### src/hdl/rcc_cfg.svh
`ifndef RCC_CFG_SVH
`define RCC_CFG_SVH

// register map
`define RCC_ADDR_W        8
`define RCC_CTRL_OFS      8'h00
`define RCC_CTRL_RESET    32'h0000_0000

// control word field positions
`define RCC_CAL_HI        25
`define RCC_CAL_LO        16
`define RCC_CAL_W         10
`define RCC_ON_BIT        15
`define RCC_STOP_IDLE_BIT 13
`define RCC_SEL_BIT       7
`define RCC_RUN_BIT       6
`define RCC_WREN_BIT      3
`define RCC_SYNC_BIT      2
`define RCC_HALF_BIT      1
`define RCC_OE_BIT        0

// calibration figures
`define RCC_CAL_MAX_POS   10'h1FF
`define RCC_CAL_MAX_NEG   10'h200
`define RCC_CAL_ZERO      10'h000

`endif

### src/hdl/rcc_pkg.sv
package rcc_pkg;

  typedef struct packed {
    logic [7:0]  addr;
    logic [31:0] wdata;
    logic        wr;
    logic        rd;
  } rcc_bus_req_t;

  typedef enum logic [1:0] {
    RCC_ADJ_IDLE,
    RCC_ADJ_ADD,
    RCC_ADJ_REMOVE
  } rcc_adj_state_t;

endpackage

### src/hdl/rcc_ctrl.sv
// Chosen here: the address map and the address-and-strobe port.
`timescale 1ns/1ns
`default_nettype none
`include "rcc_cfg.svh"

// What this block does
// - ten-bit signed calibration held in bits 25..16; zero means no change.
// - positive calibration adds that many time-base pulses each minute.
// - negative calibration removes pulses each minute, up to 512.
// - bit 15 set enables the clock module; clear disables it.
// - writes to the enable bit are dropped unless write unlock is set.
// - stop-in-idle bit 13 gates the bus clock off in idle mode.
// - bit 7 selects seconds clock, else alarm pulse, for the pin.
// - the pin is driven only while output enable bit 0 is set.
// - read-only bit 6 shows whether the time base is running.
// - write unlock bit 3 can be set only while unlock sequence open.
// - half-second bit 1 is read-only, cleared by a seconds write.
// - control register resets only at power-on reset.
// - unimplemented bits read zero and ignore writes.

module rcc_ctrl (
  // clock, power-on reset, clock enable
  input  wire logic                 clock_i,
  input  wire logic                 resetn_i,
  input  wire logic                 clk_en_i,
  // register port
  input  wire rcc_pkg::rcc_bus_req_t bus_i,
  output logic [31:0]               rdata_o,
  // system status
  input  wire logic                 unlock_seq_i,
  input  wire logic                 idle_i,
  // time base and calendar
  input  wire logic                 tick_i,
  input  wire logic                 minute_i,
  input  wire logic                 half_tick_i,
  input  wire logic                 sec_write_i,
  input  wire logic                 sync_i,
  input  wire logic                 seconds_clk_i,
  input  wire logic                 alarm_pulse_i,
  // module controls
  output logic                      module_on_o,
  output logic                      pb_clk_en_o,
  output logic                      tick_o,
  // output pin
  output logic                      pin_o,
  output logic                      pin_oe_o
);

  logic [9:0] cal_r;
  logic       on_r;
  logic       stop_idle_r;
  logic       sel_r;
  logic       wren_r;
  logic       oe_r;
  logic       running_r;
  logic       sync_r;
  logic       half_r;
  logic       ctrl_wr;
  logic       ctrl_rd;
  logic       gated;
  logic [31:0] ctrl_word;

  assign ctrl_wr = bus_i.wr && (bus_i.addr == `RCC_CTRL_OFS);
  assign ctrl_rd = bus_i.rd && (bus_i.addr == `RCC_CTRL_OFS);
  assign gated   = idle_i && stop_idle_r;

  // read image; unimplemented bits stay zero
  always_comb begin
    ctrl_word                         = `RCC_CTRL_RESET;
    ctrl_word[`RCC_CAL_HI:`RCC_CAL_LO] = cal_r;
    ctrl_word[`RCC_ON_BIT]            = on_r;
    ctrl_word[`RCC_STOP_IDLE_BIT]     = stop_idle_r;
    ctrl_word[`RCC_SEL_BIT]           = sel_r;
    ctrl_word[`RCC_RUN_BIT]           = running_r;
    ctrl_word[`RCC_WREN_BIT]          = wren_r;
    ctrl_word[`RCC_SYNC_BIT]          = sync_r;
    ctrl_word[`RCC_HALF_BIT]          = half_r;
    ctrl_word[`RCC_OE_BIT]            = oe_r;
  end

  // plain writable fields; only the power-on reset clears them
  always_ff @(posedge clock_i or negedge resetn_i) begin
    if (!resetn_i) begin
      cal_r       <= `RCC_CAL_ZERO;
      stop_idle_r <= 1'b0;
      sel_r       <= 1'b0;
      oe_r        <= 1'b0;
    end else if (clk_en_i && ctrl_wr) begin
      cal_r       <= bus_i.wdata[`RCC_CAL_HI:`RCC_CAL_LO];
      stop_idle_r <= bus_i.wdata[`RCC_STOP_IDLE_BIT];
      sel_r       <= bus_i.wdata[`RCC_SEL_BIT];
      oe_r        <= bus_i.wdata[`RCC_OE_BIT];
    end
  end

  // module enable, guarded by the write unlock bit
  always_ff @(posedge clock_i or negedge resetn_i) begin
    if (!resetn_i) begin
      on_r <= 1'b0;
    end else if (clk_en_i && ctrl_wr && wren_r) begin
      on_r <= bus_i.wdata[`RCC_ON_BIT];
    end
  end

  // write unlock: set needs the open sequence, clear is always allowed
  always_ff @(posedge clock_i or negedge resetn_i) begin
    if (!resetn_i) begin
      wren_r <= 1'b0;
    end else if (clk_en_i && ctrl_wr) begin
      if (!bus_i.wdata[`RCC_WREN_BIT]) begin
        wren_r <= 1'b0;
      end else if (unlock_seq_i) begin
        wren_r <= 1'b1;
      end
    end
  end

  // half-second flag; a toggle to one beats a same-cycle clear
  always_ff @(posedge clock_i or negedge resetn_i) begin
    if (!resetn_i) begin
      half_r <= 1'b0;
    end else if (clk_en_i) begin
      if (half_tick_i && on_r && !half_r) begin
        half_r <= 1'b1;
      end else if (sec_write_i) begin
        half_r <= 1'b0;
      end else if (half_tick_i && on_r) begin
        half_r <= 1'b0;
      end
    end
  end

  // status flags
  always_ff @(posedge clock_i or negedge resetn_i) begin
    if (!resetn_i) begin
      sync_r    <= 1'b0;
      running_r <= 1'b0;
    end else if (clk_en_i) begin
      sync_r    <= sync_i && on_r;
      running_r <= on_r && !gated;
    end
  end

  // bus clock gate and enable outputs
  always_ff @(posedge clock_i or negedge resetn_i) begin
    if (!resetn_i) begin
      pb_clk_en_o <= 1'b1;
      module_on_o <= 1'b0;
    end else if (clk_en_i) begin
      pb_clk_en_o <= !gated;
      module_on_o <= on_r;
    end
  end

  // output pin
  always_ff @(posedge clock_i or negedge resetn_i) begin
    if (!resetn_i) begin
      pin_o    <= 1'b0;
      pin_oe_o <= 1'b0;
    end else if (clk_en_i) begin
      pin_oe_o <= oe_r && on_r;
      if (oe_r && on_r) begin
        pin_o <= sel_r ? seconds_clk_i : alarm_pulse_i;
      end else begin
        pin_o <= 1'b0;
      end
    end
  end

  // read data stands only in the cycle after the strobe
  always_ff @(posedge clock_i or negedge resetn_i) begin
    if (!resetn_i) begin
      rdata_o <= 32'h0000_0000;
    end else if (clk_en_i) begin
      if (ctrl_rd) begin
        rdata_o <= ctrl_word;
      end else begin
        rdata_o <= 32'h0000_0000;
      end
    end
  end

  // time base with per-minute drift correction
  rcc_drift_adj u_adj (
    .clock_i  (clock_i),
    .resetn_i (resetn_i),
    .clk_en_i (clk_en_i),
    .enable_i (on_r && !gated),
    .cal_i    (cal_r),
    .minute_i (minute_i),
    .tick_i   (tick_i),
    .tick_o   (tick_o)
  );

  a_cal_stored: assert property (@(posedge clock_i)
    disable iff (!resetn_i)
    (clk_en_i && ctrl_wr)
    |=> (cal_r == $past(bus_i.wdata[`RCC_CAL_HI:`RCC_CAL_LO])))
    else $error("calibration field not stored");

  a_on_locked: assert property (@(posedge clock_i)
    disable iff (!resetn_i)
    (clk_en_i && ctrl_wr && !wren_r) |=> $stable(on_r))
    else $error("enable changed while write unlock clear");

  a_on_follows: assert property (@(posedge clock_i)
    disable iff (!resetn_i)
    (clk_en_i && ctrl_wr && wren_r) ##1 clk_en_i
    |=> (module_on_o == $past(bus_i.wdata[`RCC_ON_BIT], 2)))
    else $error("module enable output wrong after write");

  a_wren_guard: assert property (@(posedge clock_i)
    disable iff (!resetn_i)
    (clk_en_i && ctrl_wr && !unlock_seq_i && !wren_r) |=> !wren_r)
    else $error("write unlock set without unlock sequence");

  a_idle_gate: assert property (@(posedge clock_i)
    disable iff (!resetn_i)
    (clk_en_i && idle_i && stop_idle_r) |=> (!pb_clk_en_o && !running_r))
    else $error("bus clock not gated in idle");

  a_pin_select: assert property (@(posedge clock_i)
    disable iff (!resetn_i)
    (clk_en_i && oe_r && on_r)
    |=> (pin_o == ($past(sel_r) ? $past(seconds_clk_i)
                                : $past(alarm_pulse_i))))
    else $error("pin shows wrong source");

  a_pin_quiet: assert property (@(posedge clock_i)
    disable iff (!resetn_i)
    (clk_en_i && !oe_r) |=> (!pin_oe_o && !pin_o))
    else $error("pin driven with output enable clear");

  a_half_clear: assert property (@(posedge clock_i)
    disable iff (!resetn_i)
    (clk_en_i && sec_write_i && !(half_tick_i && on_r)) |=> !half_r)
    else $error("half-second flag not cleared by seconds write");

  a_read_image: assert property (@(posedge clock_i)
    disable iff (!resetn_i)
    (clk_en_i && ctrl_rd)
    |=> (rdata_o[31:26] == 6'h00 && rdata_o[14] == 1'b0 &&
         rdata_o[12:8] == 5'h00 && rdata_o[5:4] == 2'h0 &&
         rdata_o[`RCC_RUN_BIT] == $past(running_r)))
    else $error("read image wrong in reserved or status bits");

  a_read_fields: assert property (@(posedge clock_i)
    disable iff (!resetn_i)
    (clk_en_i && ctrl_rd)
    |=> (rdata_o[`RCC_CAL_HI:`RCC_CAL_LO] == $past(cal_r) &&
         rdata_o[`RCC_ON_BIT] == $past(on_r) &&
         rdata_o[`RCC_STOP_IDLE_BIT] == $past(stop_idle_r) &&
         rdata_o[`RCC_SEL_BIT] == $past(sel_r) &&
         rdata_o[`RCC_OE_BIT] == $past(oe_r)))
    else $error("read image does not match stored fields");

  a_read_flags: assert property (@(posedge clock_i)
    disable iff (!resetn_i)
    (clk_en_i && ctrl_rd)
    |=> (rdata_o[`RCC_SYNC_BIT] == $past(sync_r) &&
         rdata_o[`RCC_HALF_BIT] == $past(half_r) &&
         rdata_o[`RCC_WREN_BIT] == $past(wren_r)))
    else $error("read image does not match status flags");

  a_read_idle: assert property (@(posedge clock_i)
    disable iff (!resetn_i)
    (clk_en_i && !ctrl_rd) |=> (rdata_o == 32'h0000_0000))
    else $error("read data left standing after its cycle");

  a_on_write: assert property (@(posedge clock_i)
    disable iff (!resetn_i)
    (clk_en_i && ctrl_wr && wren_r)
    |=> (on_r == $past(bus_i.wdata[`RCC_ON_BIT])))
    else $error("enable bit not taken with write unlock set");

  a_on_copy: assert property (@(posedge clock_i)
    disable iff (!resetn_i)
    clk_en_i |=> (module_on_o == $past(on_r)))
    else $error("module enable output does not follow enable bit");

  a_off_no_tick: assert property (@(posedge clock_i)
    disable iff (!resetn_i)
    (clk_en_i && !on_r) |=> !tick_o)
    else $error("time base ticked with the module disabled");

  a_wren_clear: assert property (@(posedge clock_i)
    disable iff (!resetn_i)
    (clk_en_i && ctrl_wr && !bus_i.wdata[`RCC_WREN_BIT]) |=> !wren_r)
    else $error("write unlock not cleared by a write of zero");

  a_wren_set: assert property (@(posedge clock_i)
    disable iff (!resetn_i)
    (clk_en_i && ctrl_wr && bus_i.wdata[`RCC_WREN_BIT] && unlock_seq_i)
    |=> wren_r)
    else $error("write unlock not set with sequence open");

  a_gate_free: assert property (@(posedge clock_i)
    disable iff (!resetn_i)
    (clk_en_i && !(idle_i && stop_idle_r)) |=> pb_clk_en_o)
    else $error("bus clock gated outside stop-in-idle");

  a_run_status: assert property (@(posedge clock_i)
    disable iff (!resetn_i)
    clk_en_i
    |=> (running_r == ($past(on_r) &&
                       !($past(idle_i) && $past(stop_idle_r)))))
    else $error("running status does not match time base");

  a_sync_status: assert property (@(posedge clock_i)
    disable iff (!resetn_i)
    clk_en_i |=> (sync_r == ($past(sync_i) && $past(on_r))))
    else $error("sync flag does not follow time registers");

  a_half_set: assert property (@(posedge clock_i)
    disable iff (!resetn_i)
    (clk_en_i && half_tick_i && on_r && !half_r) |=> half_r)
    else $error("half-second flag not set by its tick");

  a_half_hold: assert property (@(posedge clock_i)
    disable iff (!resetn_i)
    (clk_en_i && !sec_write_i && !(half_tick_i && on_r))
    |=> $stable(half_r))
    else $error("half-second flag changed without an event");

  a_pin_drive: assert property (@(posedge clock_i)
    disable iff (!resetn_i)
    (clk_en_i && oe_r && on_r) |=> pin_oe_o)
    else $error("pin not driven with output enable set");

  a_pin_off: assert property (@(posedge clock_i)
    disable iff (!resetn_i)
    (clk_en_i && !on_r) |=> (!pin_oe_o && !pin_o))
    else $error("pin driven with the module disabled");

  a_fields_kept: assert property (@(posedge clock_i)
    disable iff (!resetn_i)
    (clk_en_i && !ctrl_wr)
    |=> ($stable(cal_r) && $stable(on_r) && $stable(stop_idle_r) &&
         $stable(sel_r) && $stable(oe_r)))
    else $error("control field changed without a write");

  a_fields_taken: assert property (@(posedge clock_i)
    disable iff (!resetn_i)
    (clk_en_i && ctrl_wr)
    |=> (stop_idle_r == $past(bus_i.wdata[`RCC_STOP_IDLE_BIT]) &&
         sel_r == $past(bus_i.wdata[`RCC_SEL_BIT]) &&
         oe_r == $past(bus_i.wdata[`RCC_OE_BIT])))
    else $error("control bits not stored on write");

  a_freeze_out: assert property (@(posedge clock_i)
    disable iff (!resetn_i)
    !clk_en_i
    |=> ($stable(rdata_o) && $stable(module_on_o) &&
         $stable(pb_clk_en_o) && $stable(pin_o) &&
         $stable(pin_oe_o) && $stable(tick_o)))
    else $error("outputs moved with the clock enable low");

endmodule
`default_nettype wire

### src/hdl/rcc_drift_adj.sv
`timescale 1ns/1ns
`default_nettype none
`include "rcc_cfg.svh"

module rcc_drift_adj (
  // clock and reset
  input  wire logic                 clock_i,
  input  wire logic                 resetn_i,
  input  wire logic                 clk_en_i,
  // control
  input  wire logic                 enable_i,
  input  wire logic [9:0]           cal_i,
  // time base
  input  wire logic                 minute_i,
  input  wire logic                 tick_i,
  output logic                      tick_o
);

  rcc_pkg::rcc_adj_state_t state_r;
  logic [9:0]              count_r;
  logic [9:0]              mag;

  // pulse count to add or remove this minute
  always_comb begin
    if (cal_i[9]) begin
      mag = (~cal_i) + 10'h001;
    end else begin
      mag = cal_i;
    end
  end

  always_ff @(posedge clock_i or negedge resetn_i) begin
    if (!resetn_i) begin
      state_r <= rcc_pkg::RCC_ADJ_IDLE;
      count_r <= `RCC_CAL_ZERO;
    end else if (clk_en_i) begin
      if (!enable_i) begin
        state_r <= rcc_pkg::RCC_ADJ_IDLE;
        count_r <= `RCC_CAL_ZERO;
      end else if (minute_i && (cal_i != `RCC_CAL_ZERO)) begin
        count_r <= mag;
        if (cal_i[9]) begin
          state_r <= rcc_pkg::RCC_ADJ_REMOVE;
        end else begin
          state_r <= rcc_pkg::RCC_ADJ_ADD;
        end
      end else begin
        case (state_r)
          rcc_pkg::RCC_ADJ_ADD: begin
            // extra pulse only in a gap between real ticks
            if (!tick_i) begin
              count_r <= count_r - 10'h001;
              if (count_r == 10'h001) begin
                state_r <= rcc_pkg::RCC_ADJ_IDLE;
              end
            end
          end
          rcc_pkg::RCC_ADJ_REMOVE: begin
            if (tick_i) begin
              count_r <= count_r - 10'h001;
              if (count_r == 10'h001) begin
                state_r <= rcc_pkg::RCC_ADJ_IDLE;
              end
            end
          end
          default: begin
            state_r <= rcc_pkg::RCC_ADJ_IDLE;
            count_r <= `RCC_CAL_ZERO;
          end
        endcase
      end
    end
  end

  always_ff @(posedge clock_i or negedge resetn_i) begin
    if (!resetn_i) begin
      tick_o <= 1'b0;
    end else if (clk_en_i) begin
      case (state_r)
        rcc_pkg::RCC_ADJ_ADD:    tick_o <= enable_i;
        rcc_pkg::RCC_ADJ_REMOVE: tick_o <= 1'b0;
        default:                 tick_o <= enable_i && tick_i;
      endcase
    end
  end

  a_zero_no_adjust: assert property (@(posedge clock_i)
    disable iff (!resetn_i)
    (clk_en_i && enable_i && minute_i && cal_i == `RCC_CAL_ZERO &&
     state_r == rcc_pkg::RCC_ADJ_IDLE)
    |=> (state_r == rcc_pkg::RCC_ADJ_IDLE))
    else $error("zero calibration started an adjustment");

  a_pos_load_count: assert property (@(posedge clock_i)
    disable iff (!resetn_i)
    (clk_en_i && enable_i && minute_i && !cal_i[9] &&
     cal_i != `RCC_CAL_ZERO)
    |=> (count_r == $past(cal_i) && state_r == rcc_pkg::RCC_ADJ_ADD))
    else $error("positive calibration loaded wrong count");

  a_neg_load_count: assert property (@(posedge clock_i)
    disable iff (!resetn_i)
    (clk_en_i && enable_i && minute_i && cal_i == `RCC_CAL_MAX_NEG)
    |=> (count_r == 10'h200 && state_r == rcc_pkg::RCC_ADJ_REMOVE))
    else $error("most negative calibration not 512 pulses");

  a_remove_swallows: assert property (@(posedge clock_i)
    disable iff (!resetn_i)
    (clk_en_i && state_r == rcc_pkg::RCC_ADJ_REMOVE) |=> !tick_o)
    else $error("tick passed while removing pulses");

endmodule
`default_nettype wire

### config.mk
export PLATFORM = sky130hd
export DESIGN_NAME = rcc_ctrl
export DESIGN_NICKNAME = d
export VERILOG_FILES = /design/src/hdl/rcc_pkg.sv /design/src/hdl/rcc_ctrl.sv /design/src/hdl/rcc_drift_adj.sv
export VERILOG_INCLUDE_DIRS = /design/src /design/src/hdl
export SDC_FILE = /design/constraint.sdc
export NUM_CORES = 1
export LEC_CHECK = 0
export BUFFER_PORTS_ARGS = -buffer_cell sky130_fd_sc_hd__clkbuf_2
export CAP_MARGIN = 10
export CORE_MARGIN = 5
export CORE_UTILIZATION = 42
export DETAILED_ROUTE_END_ITERATION = 8
export PLACE_DENSITY = 0.69
export SLEW_MARGIN = 10
export SYNTH_ARGS = -nofsm -noshare
export SYNTH_HDL_FRONTEND = slang
export SYNTH_HIERARCHICAL = 1
export SYNTH_SLANG_ARGS = --single-unit
### constraint.sdc
create_clock -name clock_i -period 4.2 [get_ports clock_i]
set_clock_uncertainty 0.1 [all_clocks]
set_input_delay 0.42 -clock clock_i [delete_from_list [all_inputs] [get_ports clock_i]]
set_output_delay 0.42 -clock clock_i [all_outputs]
set_load 0.01 [all_outputs]
==> Yosys cells after proc, flatten, opt, wreduce, memory -nomap -nowiden <==
Cells that the tools add are included.
{ "totals": {"reg_bits": 67, "latchBits": 0, "mem_bits_rw": 0, "mem_bits_ro": 0, "inputBits": 54, "output_inout_bits": 37, "elab_cells": 68, "memories": 0} }
{ "op_classes": {"add_sub_neg": 2, "mul": 0, "n_div": 0, "magnitude_cmp": 0, "n_eq_ne": 6, "n_shift": 0, "muxes": 22, "bitwise_logic": 1, "reduce_logical": 20} }
{ "op_table": {"columns": ["operator", "count"], "rows": [
  ["2-to-1 mux 10 bit", 5],
  ["2-to-1 mux 26 bit", 1],
  ["one-hot mux 10 bit (2 select lines)", 1],
  ["logical AND 1 bit", 12],
  ["2-to-1 mux 2 bit", 6],
  ["adder 10 x 1 -> 10 bit (second input constant)", 1],
  ["equality test 10 x 1 -> 1 bit (second input constant)", 1],
  ["NOT 10 bit", 1],
  ["nonzero test 10 bit", 1],
  ["subtractor 10 x 1 -> 10 bit (second input constant)", 1],
  ["logical NOT 8 bit", 1],
  ["inequality test 4 bit (second input constant)", 2],
  ["2-to-1 mux 1 bit", 7],
  ["one-hot mux 2 bit (2 select lines)", 1],
  ["AND reduction 2 bit", 2],
  ["AND reduction 3 bit", 1],
  ["nonzero test 3 bit", 1],
  ["equality test 2 x 1 -> 1 bit (second input constant)", 1],
  ["equality test 2 bit (second input constant)", 1],
  ["logical NOT 1 bit", 2],
  ["inequality test 2 x 1 -> 1 bit (second input constant)", 1],
  ["one-hot mux 1 bit (2 select lines)", 1]
]} }

==> Longest topological paths before layout <==
{ "logic_depth": {"ltp_word": 6, "depth_mapped": 9, "depth_no_buf": 7} }

==> Hierarchy <==
The synthesis kept the hierarchy.
{ "modules_own_cells": {"columns": ["mod", "n_inst", "cells_each", "area_per_inst_um2", "seq_area_each_um2"], "rows": [
  ["rcc_ctrl", 1, 139, 1770.4, 1002.2],
  ["rcc_drift_adj", 1, 129, 1029.7, 325.3]
]} }

==> Least setup slack after synthesis <==
No wires, ideal clock.
{ "synth_path": {"path_kind": "register to register", "from": "reg cal_r[5]", "to": "reg u_adj.count_r[5]", "setup_time_ps": 69, "arrival_time_ps": 1928, "t_required_ps": 4031, "slack_ps": 2103, "path_stages_with_launch": 7, "path_buffers": 2, "synth_period_minus_slack_ps": 2097, "cell_sequence": "dfrtp_1 -> or3_1 -> buf_2 -> o41a_1 -> buf_6 -> or4b_1 -> nand3_1"} }
{ "synth_between": {"elab_chain_len": 5, "elab_cells_between_ends": 10, "classes_between": "1 x add/sub; 2 x eq/ne; 3 x mux; 1 x bitwise; 3 x reduce/logical"} }
{ "synth_lines": {"columns": ["item", "line_no", "source"], "rows": [
  ["from (decl)", "rcc_ctrl.sv:49", "logic [9:0] cal_r;"],
  ["from (signal assigned)", "rcc_ctrl.sv:84", "cal_r <= `RCC_CAL_ZERO;"],
  ["from (signal assigned)", "rcc_ctrl.sv:89", "cal_r <= bus_i.wdata[`RCC_CAL_HI:`RCC_CAL_LO];"],
  ["NOT 10 bit", "rcc_drift_adj.sv:26", "mag = (~cal_i) + 10'h001;"],
  ["adder 10 x 1 -> 10 bit", "rcc_drift_adj.sv:26", null],
  ["2-to-1 mux 10 bit", "rcc_drift_adj.sv:25", "if (cal_i[9]) begin"],
  ["2-to-1 mux 10 bit", "rcc_drift_adj.sv:40", "end else if (minute_i && (cal_i != `RCC_CAL_ZERO)) begin"],
  ["2-to-1 mux 10 bit", "rcc_drift_adj.sv:37", "if (!enable_i) begin"],
  ["to (signal assigned)", "rcc_drift_adj.sv:35", "count_r <= `RCC_CAL_ZERO;"],
  ["to (signal assigned)", "rcc_drift_adj.sv:39", "count_r <= `RCC_CAL_ZERO;"],
  ["to (signal assigned)", "rcc_drift_adj.sv:41", "count_r <= mag;"],
  ["to (decl)", "rcc_drift_adj.sv:20", "logic [9:0] count_r;"]
]} }
Parallel ways exist; a longest one is shown, timed or not.
A chain may end at the register's enable or synchronous reset.

==> Final worst setup path <==
{ "layout_path": {"from": "reg cal_r[5]", "to": "reg u_adj.state_r[1]"} }
{ "layout_between": {"elab_chain_len": 4, "elab_cells_between_ends": 7, "classes_between": "2 x eq/ne; 2 x mux; 3 x reduce/logical"} }
{ "layout_lines": {"columns": ["item", "line_no", "source"], "rows": [
  ["nonzero test 10 bit (no source line) *", null, null],
  ["logical AND 1 bit *", "rcc_drift_adj.sv:40", null],
  ["inequality test 4 bit (no source line) / 2-to-1 mux 2 bit (equally long branches)", null, null],
  ["AND reduction 3 bit (no source line) / 2-to-1 mux 2 bit (equally long branches)", null, null],
  ["to (signal assigned)", "rcc_drift_adj.sv:38", "state_r <= rcc_pkg::RCC_ADJ_IDLE;"],
  ["to (signal assigned)", "rcc_drift_adj.sv:43", "state_r <= rcc_pkg::RCC_ADJ_REMOVE;"],
  ["to (signal assigned)", "rcc_drift_adj.sv:45", "state_r <= rcc_pkg::RCC_ADJ_ADD;"],
  ["to (decl)", "rcc_drift_adj.sv:19", "rcc_pkg::rcc_adj_state_t state_r;"]
]} }
Every way passes the cells marked *; elsewhere a longest branch is shown, timed or not.

==> run_results.csv <==
group,metric,value,unit
timing,slew_viol_final,0,
finish,drive_gt1_share,28.3,%
cts,cts.sinks,53,
yosys,ys_seq_elements,53,
timing,rsz0062_at_grt,"no",
critical_path,path_class,"register to register",
yosys,syn_area,0.00280,mm^2
global_routing,grt-ovfl-total,0,
drt,route.detailed.drc,0,
drt,drt_wl_total,6100,um
drt,vias,2138,
global_routing,grt_pass1_vias,2095,
run,cap_violations,0,
timing,hold_viol_final,0,
timing,period_share,65.9,%
floorplan,dieHeight,91.7,um
timing,postLayoutSetupSlackWorst,1.43,ns
critical_path,arrival,2.90,ns
cts,insertion_delay,0.31,ns
power,powerDensity,287,mW/mm^2
cts,root_buffer,"clkbuf_8",
global_routing,use_met2,22.6,%
yosys,async_flop_share,100,%
cts,cts.clk_slew.worst_paths,0.10,ns
placed_design,dpl.cell_count,391,
drt,drt_iter0_drc,123,
floorplan,fp.dieArea,0.00840,mm^2
yosys,synth_area_leader_cell,"dfrtp_1",
timing,max_slew_margin,53.2,%
yosys,synth_adder_area_share,2.23,%
timing,worst_pin_slew,0.697,ns
cts,cts_tree,"built",
floorplan,core_area,0.00642,mm^2
cts,cts_resized,0,
critical_path,crit_cells,5,
global_routing,met1_usage,21.4,%
yosys,seq_area_frac_synth,47.4,%
yosys,synth.area.top_cells,"dfrtp_1 46%, o2bb2ai_1 5.9%, mux2_4 4.8%",
global_routing,grt_pass1_wl,10400,um
timing,setup_viol,0,
floorplan,start_util,43.6,%
power,leakagePower,0.00150,uW
placed_design,port_buffers,59,
drt,viasPerCell,5.36,
timing,timing.final.crit_period,2.77,ns
yosys,synth.top_cell.area_share,46.5,%
power,p_total,910,uW
yosys,syn_avg_cell_area,10.4,um^2
placed_design,dp_hpwl,4400,um
finish,syn_to_final_growth,13.3,%
global_routing,antenna_found_initial,0,
critical_path,slowest_stage,"o21ai_1",
critical_path,worst-path-buf-inv,0,
critical_path,critPathRequiredTime,4.33,ns
finish,nets,380,
drt,routedWlPerCell,15.3,um
global_routing,grt_max_degree,54,
timing,max_freq,361,MHz
yosys,ys.flop_type,"dfrtp_1",
critical_path,end_kind,"register",
drt,antenna_left,0,
cts,cts_setup_buffers,0,
drt,first_pass_iters,4,
cts,numCtsBuffers,5,
min_path,hold_path_class,"input pin to async pin",
critical_path,critPathTopFamily,"compound AO/OA/AOI/OAI gates",
status,status,"finished, final reports clean",
cts,cts.path.max_buffers,2,
critical_path,reg2regPathDepth,5,
global_routing,top_usage_layer,"met2",
yosys,synth_common_cells,"52 x dfrtp_1, 28 x nand2_1, 19 x o21ai_0, 19 x o2bb2ai_1, 16 x inv_1",
floorplan,pin_count,91,
yosys,synth_cell_types,48,
placed_design,post-place-ws,1.48,ns
yosys,synth_compound_area_share,16.5,%
floorplan,num_rows,29,
yosys,synth-simple-area-share,14.7,%
finish,fin_cells,399,
critical_path,startpoint_type,"register",
yosys,yosysMostFrequentCell,"dfrtp_1",
yosys,netlist_instances,268,
power,ir_worst_vdd,0.000220,V
yosys,synth_edf_count,0,
placed_design,gp_congestion,0.879,
finish,n_antenna_cell,0,
cts,htree_levels,2,
critical_path,path_max_fanout,19,
critical_path,cp_cell_sequence,"or3_1, o41a_1, o21ai_1, a31oi_1, o21ai_0",
critical_path,critical_path.max_stage_delay,0.67,ns
global_routing,use_met3,4.26,%
yosys,synthMuxAreaShare,8.36,%
cts,holdBufCountCts,0,
timing,fin_tns_setup,0,ns
floorplan,fp.dieW,91.7,um
finish,final_util,49.4,%
global_routing,grt_usage,15.1,%
yosys,ys_warn_count,6,
yosys,synth_top_family_by_area,"compound AO/OA/AOI/OAI gates",
yosys,synth-xor-area-share,2.19,%
[worst paths after layout]
path / startpoint / endpoint / slack (ns)
setup reg to reg: cal_r[5]$_DFFE_PN0P_ / u_adj/state_r[1]$_DFFE_PN0P_ / 1.43
hold / removal: resetn_i / cal_r[7]$_DFFE_PN0P_ / 0.12
min in group clock_i: idle_i / pb_clk_en_o$_DFFE_PN1P_ / 0.17
setup / recovery: cal_r[5]$_DFFE_PN0P_ / u_adj/state_r[1]$_DFFE_PN0P_ / 1.43
max in group asynchronous: resetn_i / u_adj/count_r[3]$_DFFE_PN0P_ / 3.44
hold reg to reg: stop_idle_r$_DFFE_PN0P_ / pb_clk_en_o$_DFFE_PN1P_ / 0.39
[final cells by class]
type,instances,area (um^2)
clock buffers,6,82.6
clock inverters,2,17.5
fillers,600,3250
inverters,16,60.1
multi-input cells,185,1280
flip-flops and latches,53,1330
well taps,77,96.3
repair buffers,60,303
[registers in the layout, summed over array words and instances (netlist names), 2 cells and up]
register and count:
cal_r 10, u_adj/state_r 2, u_adj/count_r 10, rdata_o 18
[layer usage]
layer / share of wire, % / wire, um / up-vias
met5: 0 / 0 / -
met4: 1.2 / 75 / 0
met3: 8.0 / 488 / 7
met2: 44 / 2670 / 86
met1: 47 / 2870 / 1009
li1: - / - / 1036
[through the flow]
stage | hold slack [ns] | area, um^2
finish | 0.116 | 3170
global route | 0.171 | 3170
CTS | 0.146 | 3170
detailed placement | 0.372 | 3070
global placement | 0.371 | 3070
floorplan | 0.0244 | 2850
[where the power goes]
group          internal (uW)  switching [uW]  total (uW)  leakage [uW]
logic                   25.6            48.3        73.9      0.000712
clock network            137             179         316     0.0000518
registers                514            5.79         520      0.000736
total                    677             233         910       0.00150
[worst register-to-register path: cells and delay by family, from the launching register on]
kind	cells	cell delay [ns]
and+or+nand+nor	1	0.46
AOI/OAI and AO/OA	4	1.69
DFF	1	0.43
[cell families (layout without fill, tap and decap cells)]
group	count (synthesis)	count (layout)
AO/OA/AOI/OAI	67	67
XOR/XNOR	7	7
adder cells (fa/ha/maj)	5	5
buffers and inverters	43	84
flip-flops	53	53
multiplexers	18	18
other	1	14
AND/OR/NAND/NOR	74	74
[cells in the final DEF, fill, tap and decap left out, types with 8 or more instances in the layout]
| cell type | synthesis | routed |
|---|---|---|
| clkbuf_2 | 0 | 59 |
| dfrtp_1 | 52 | 52 |
| nand2_1 | 28 | 28 |
| o2bb2ai_1 | 19 | 19 |
| o21ai_0 | 19 | 19 |
| inv_1 | 16 | 16 |
| conb_1 | 1 | 14 |
| mux2_4 | 9 | 9 |
| nand3_1 | 9 | 9 |
| nor3_1 | 8 | 8 |
Note: power is estimated with default switching activity, not from simulation.
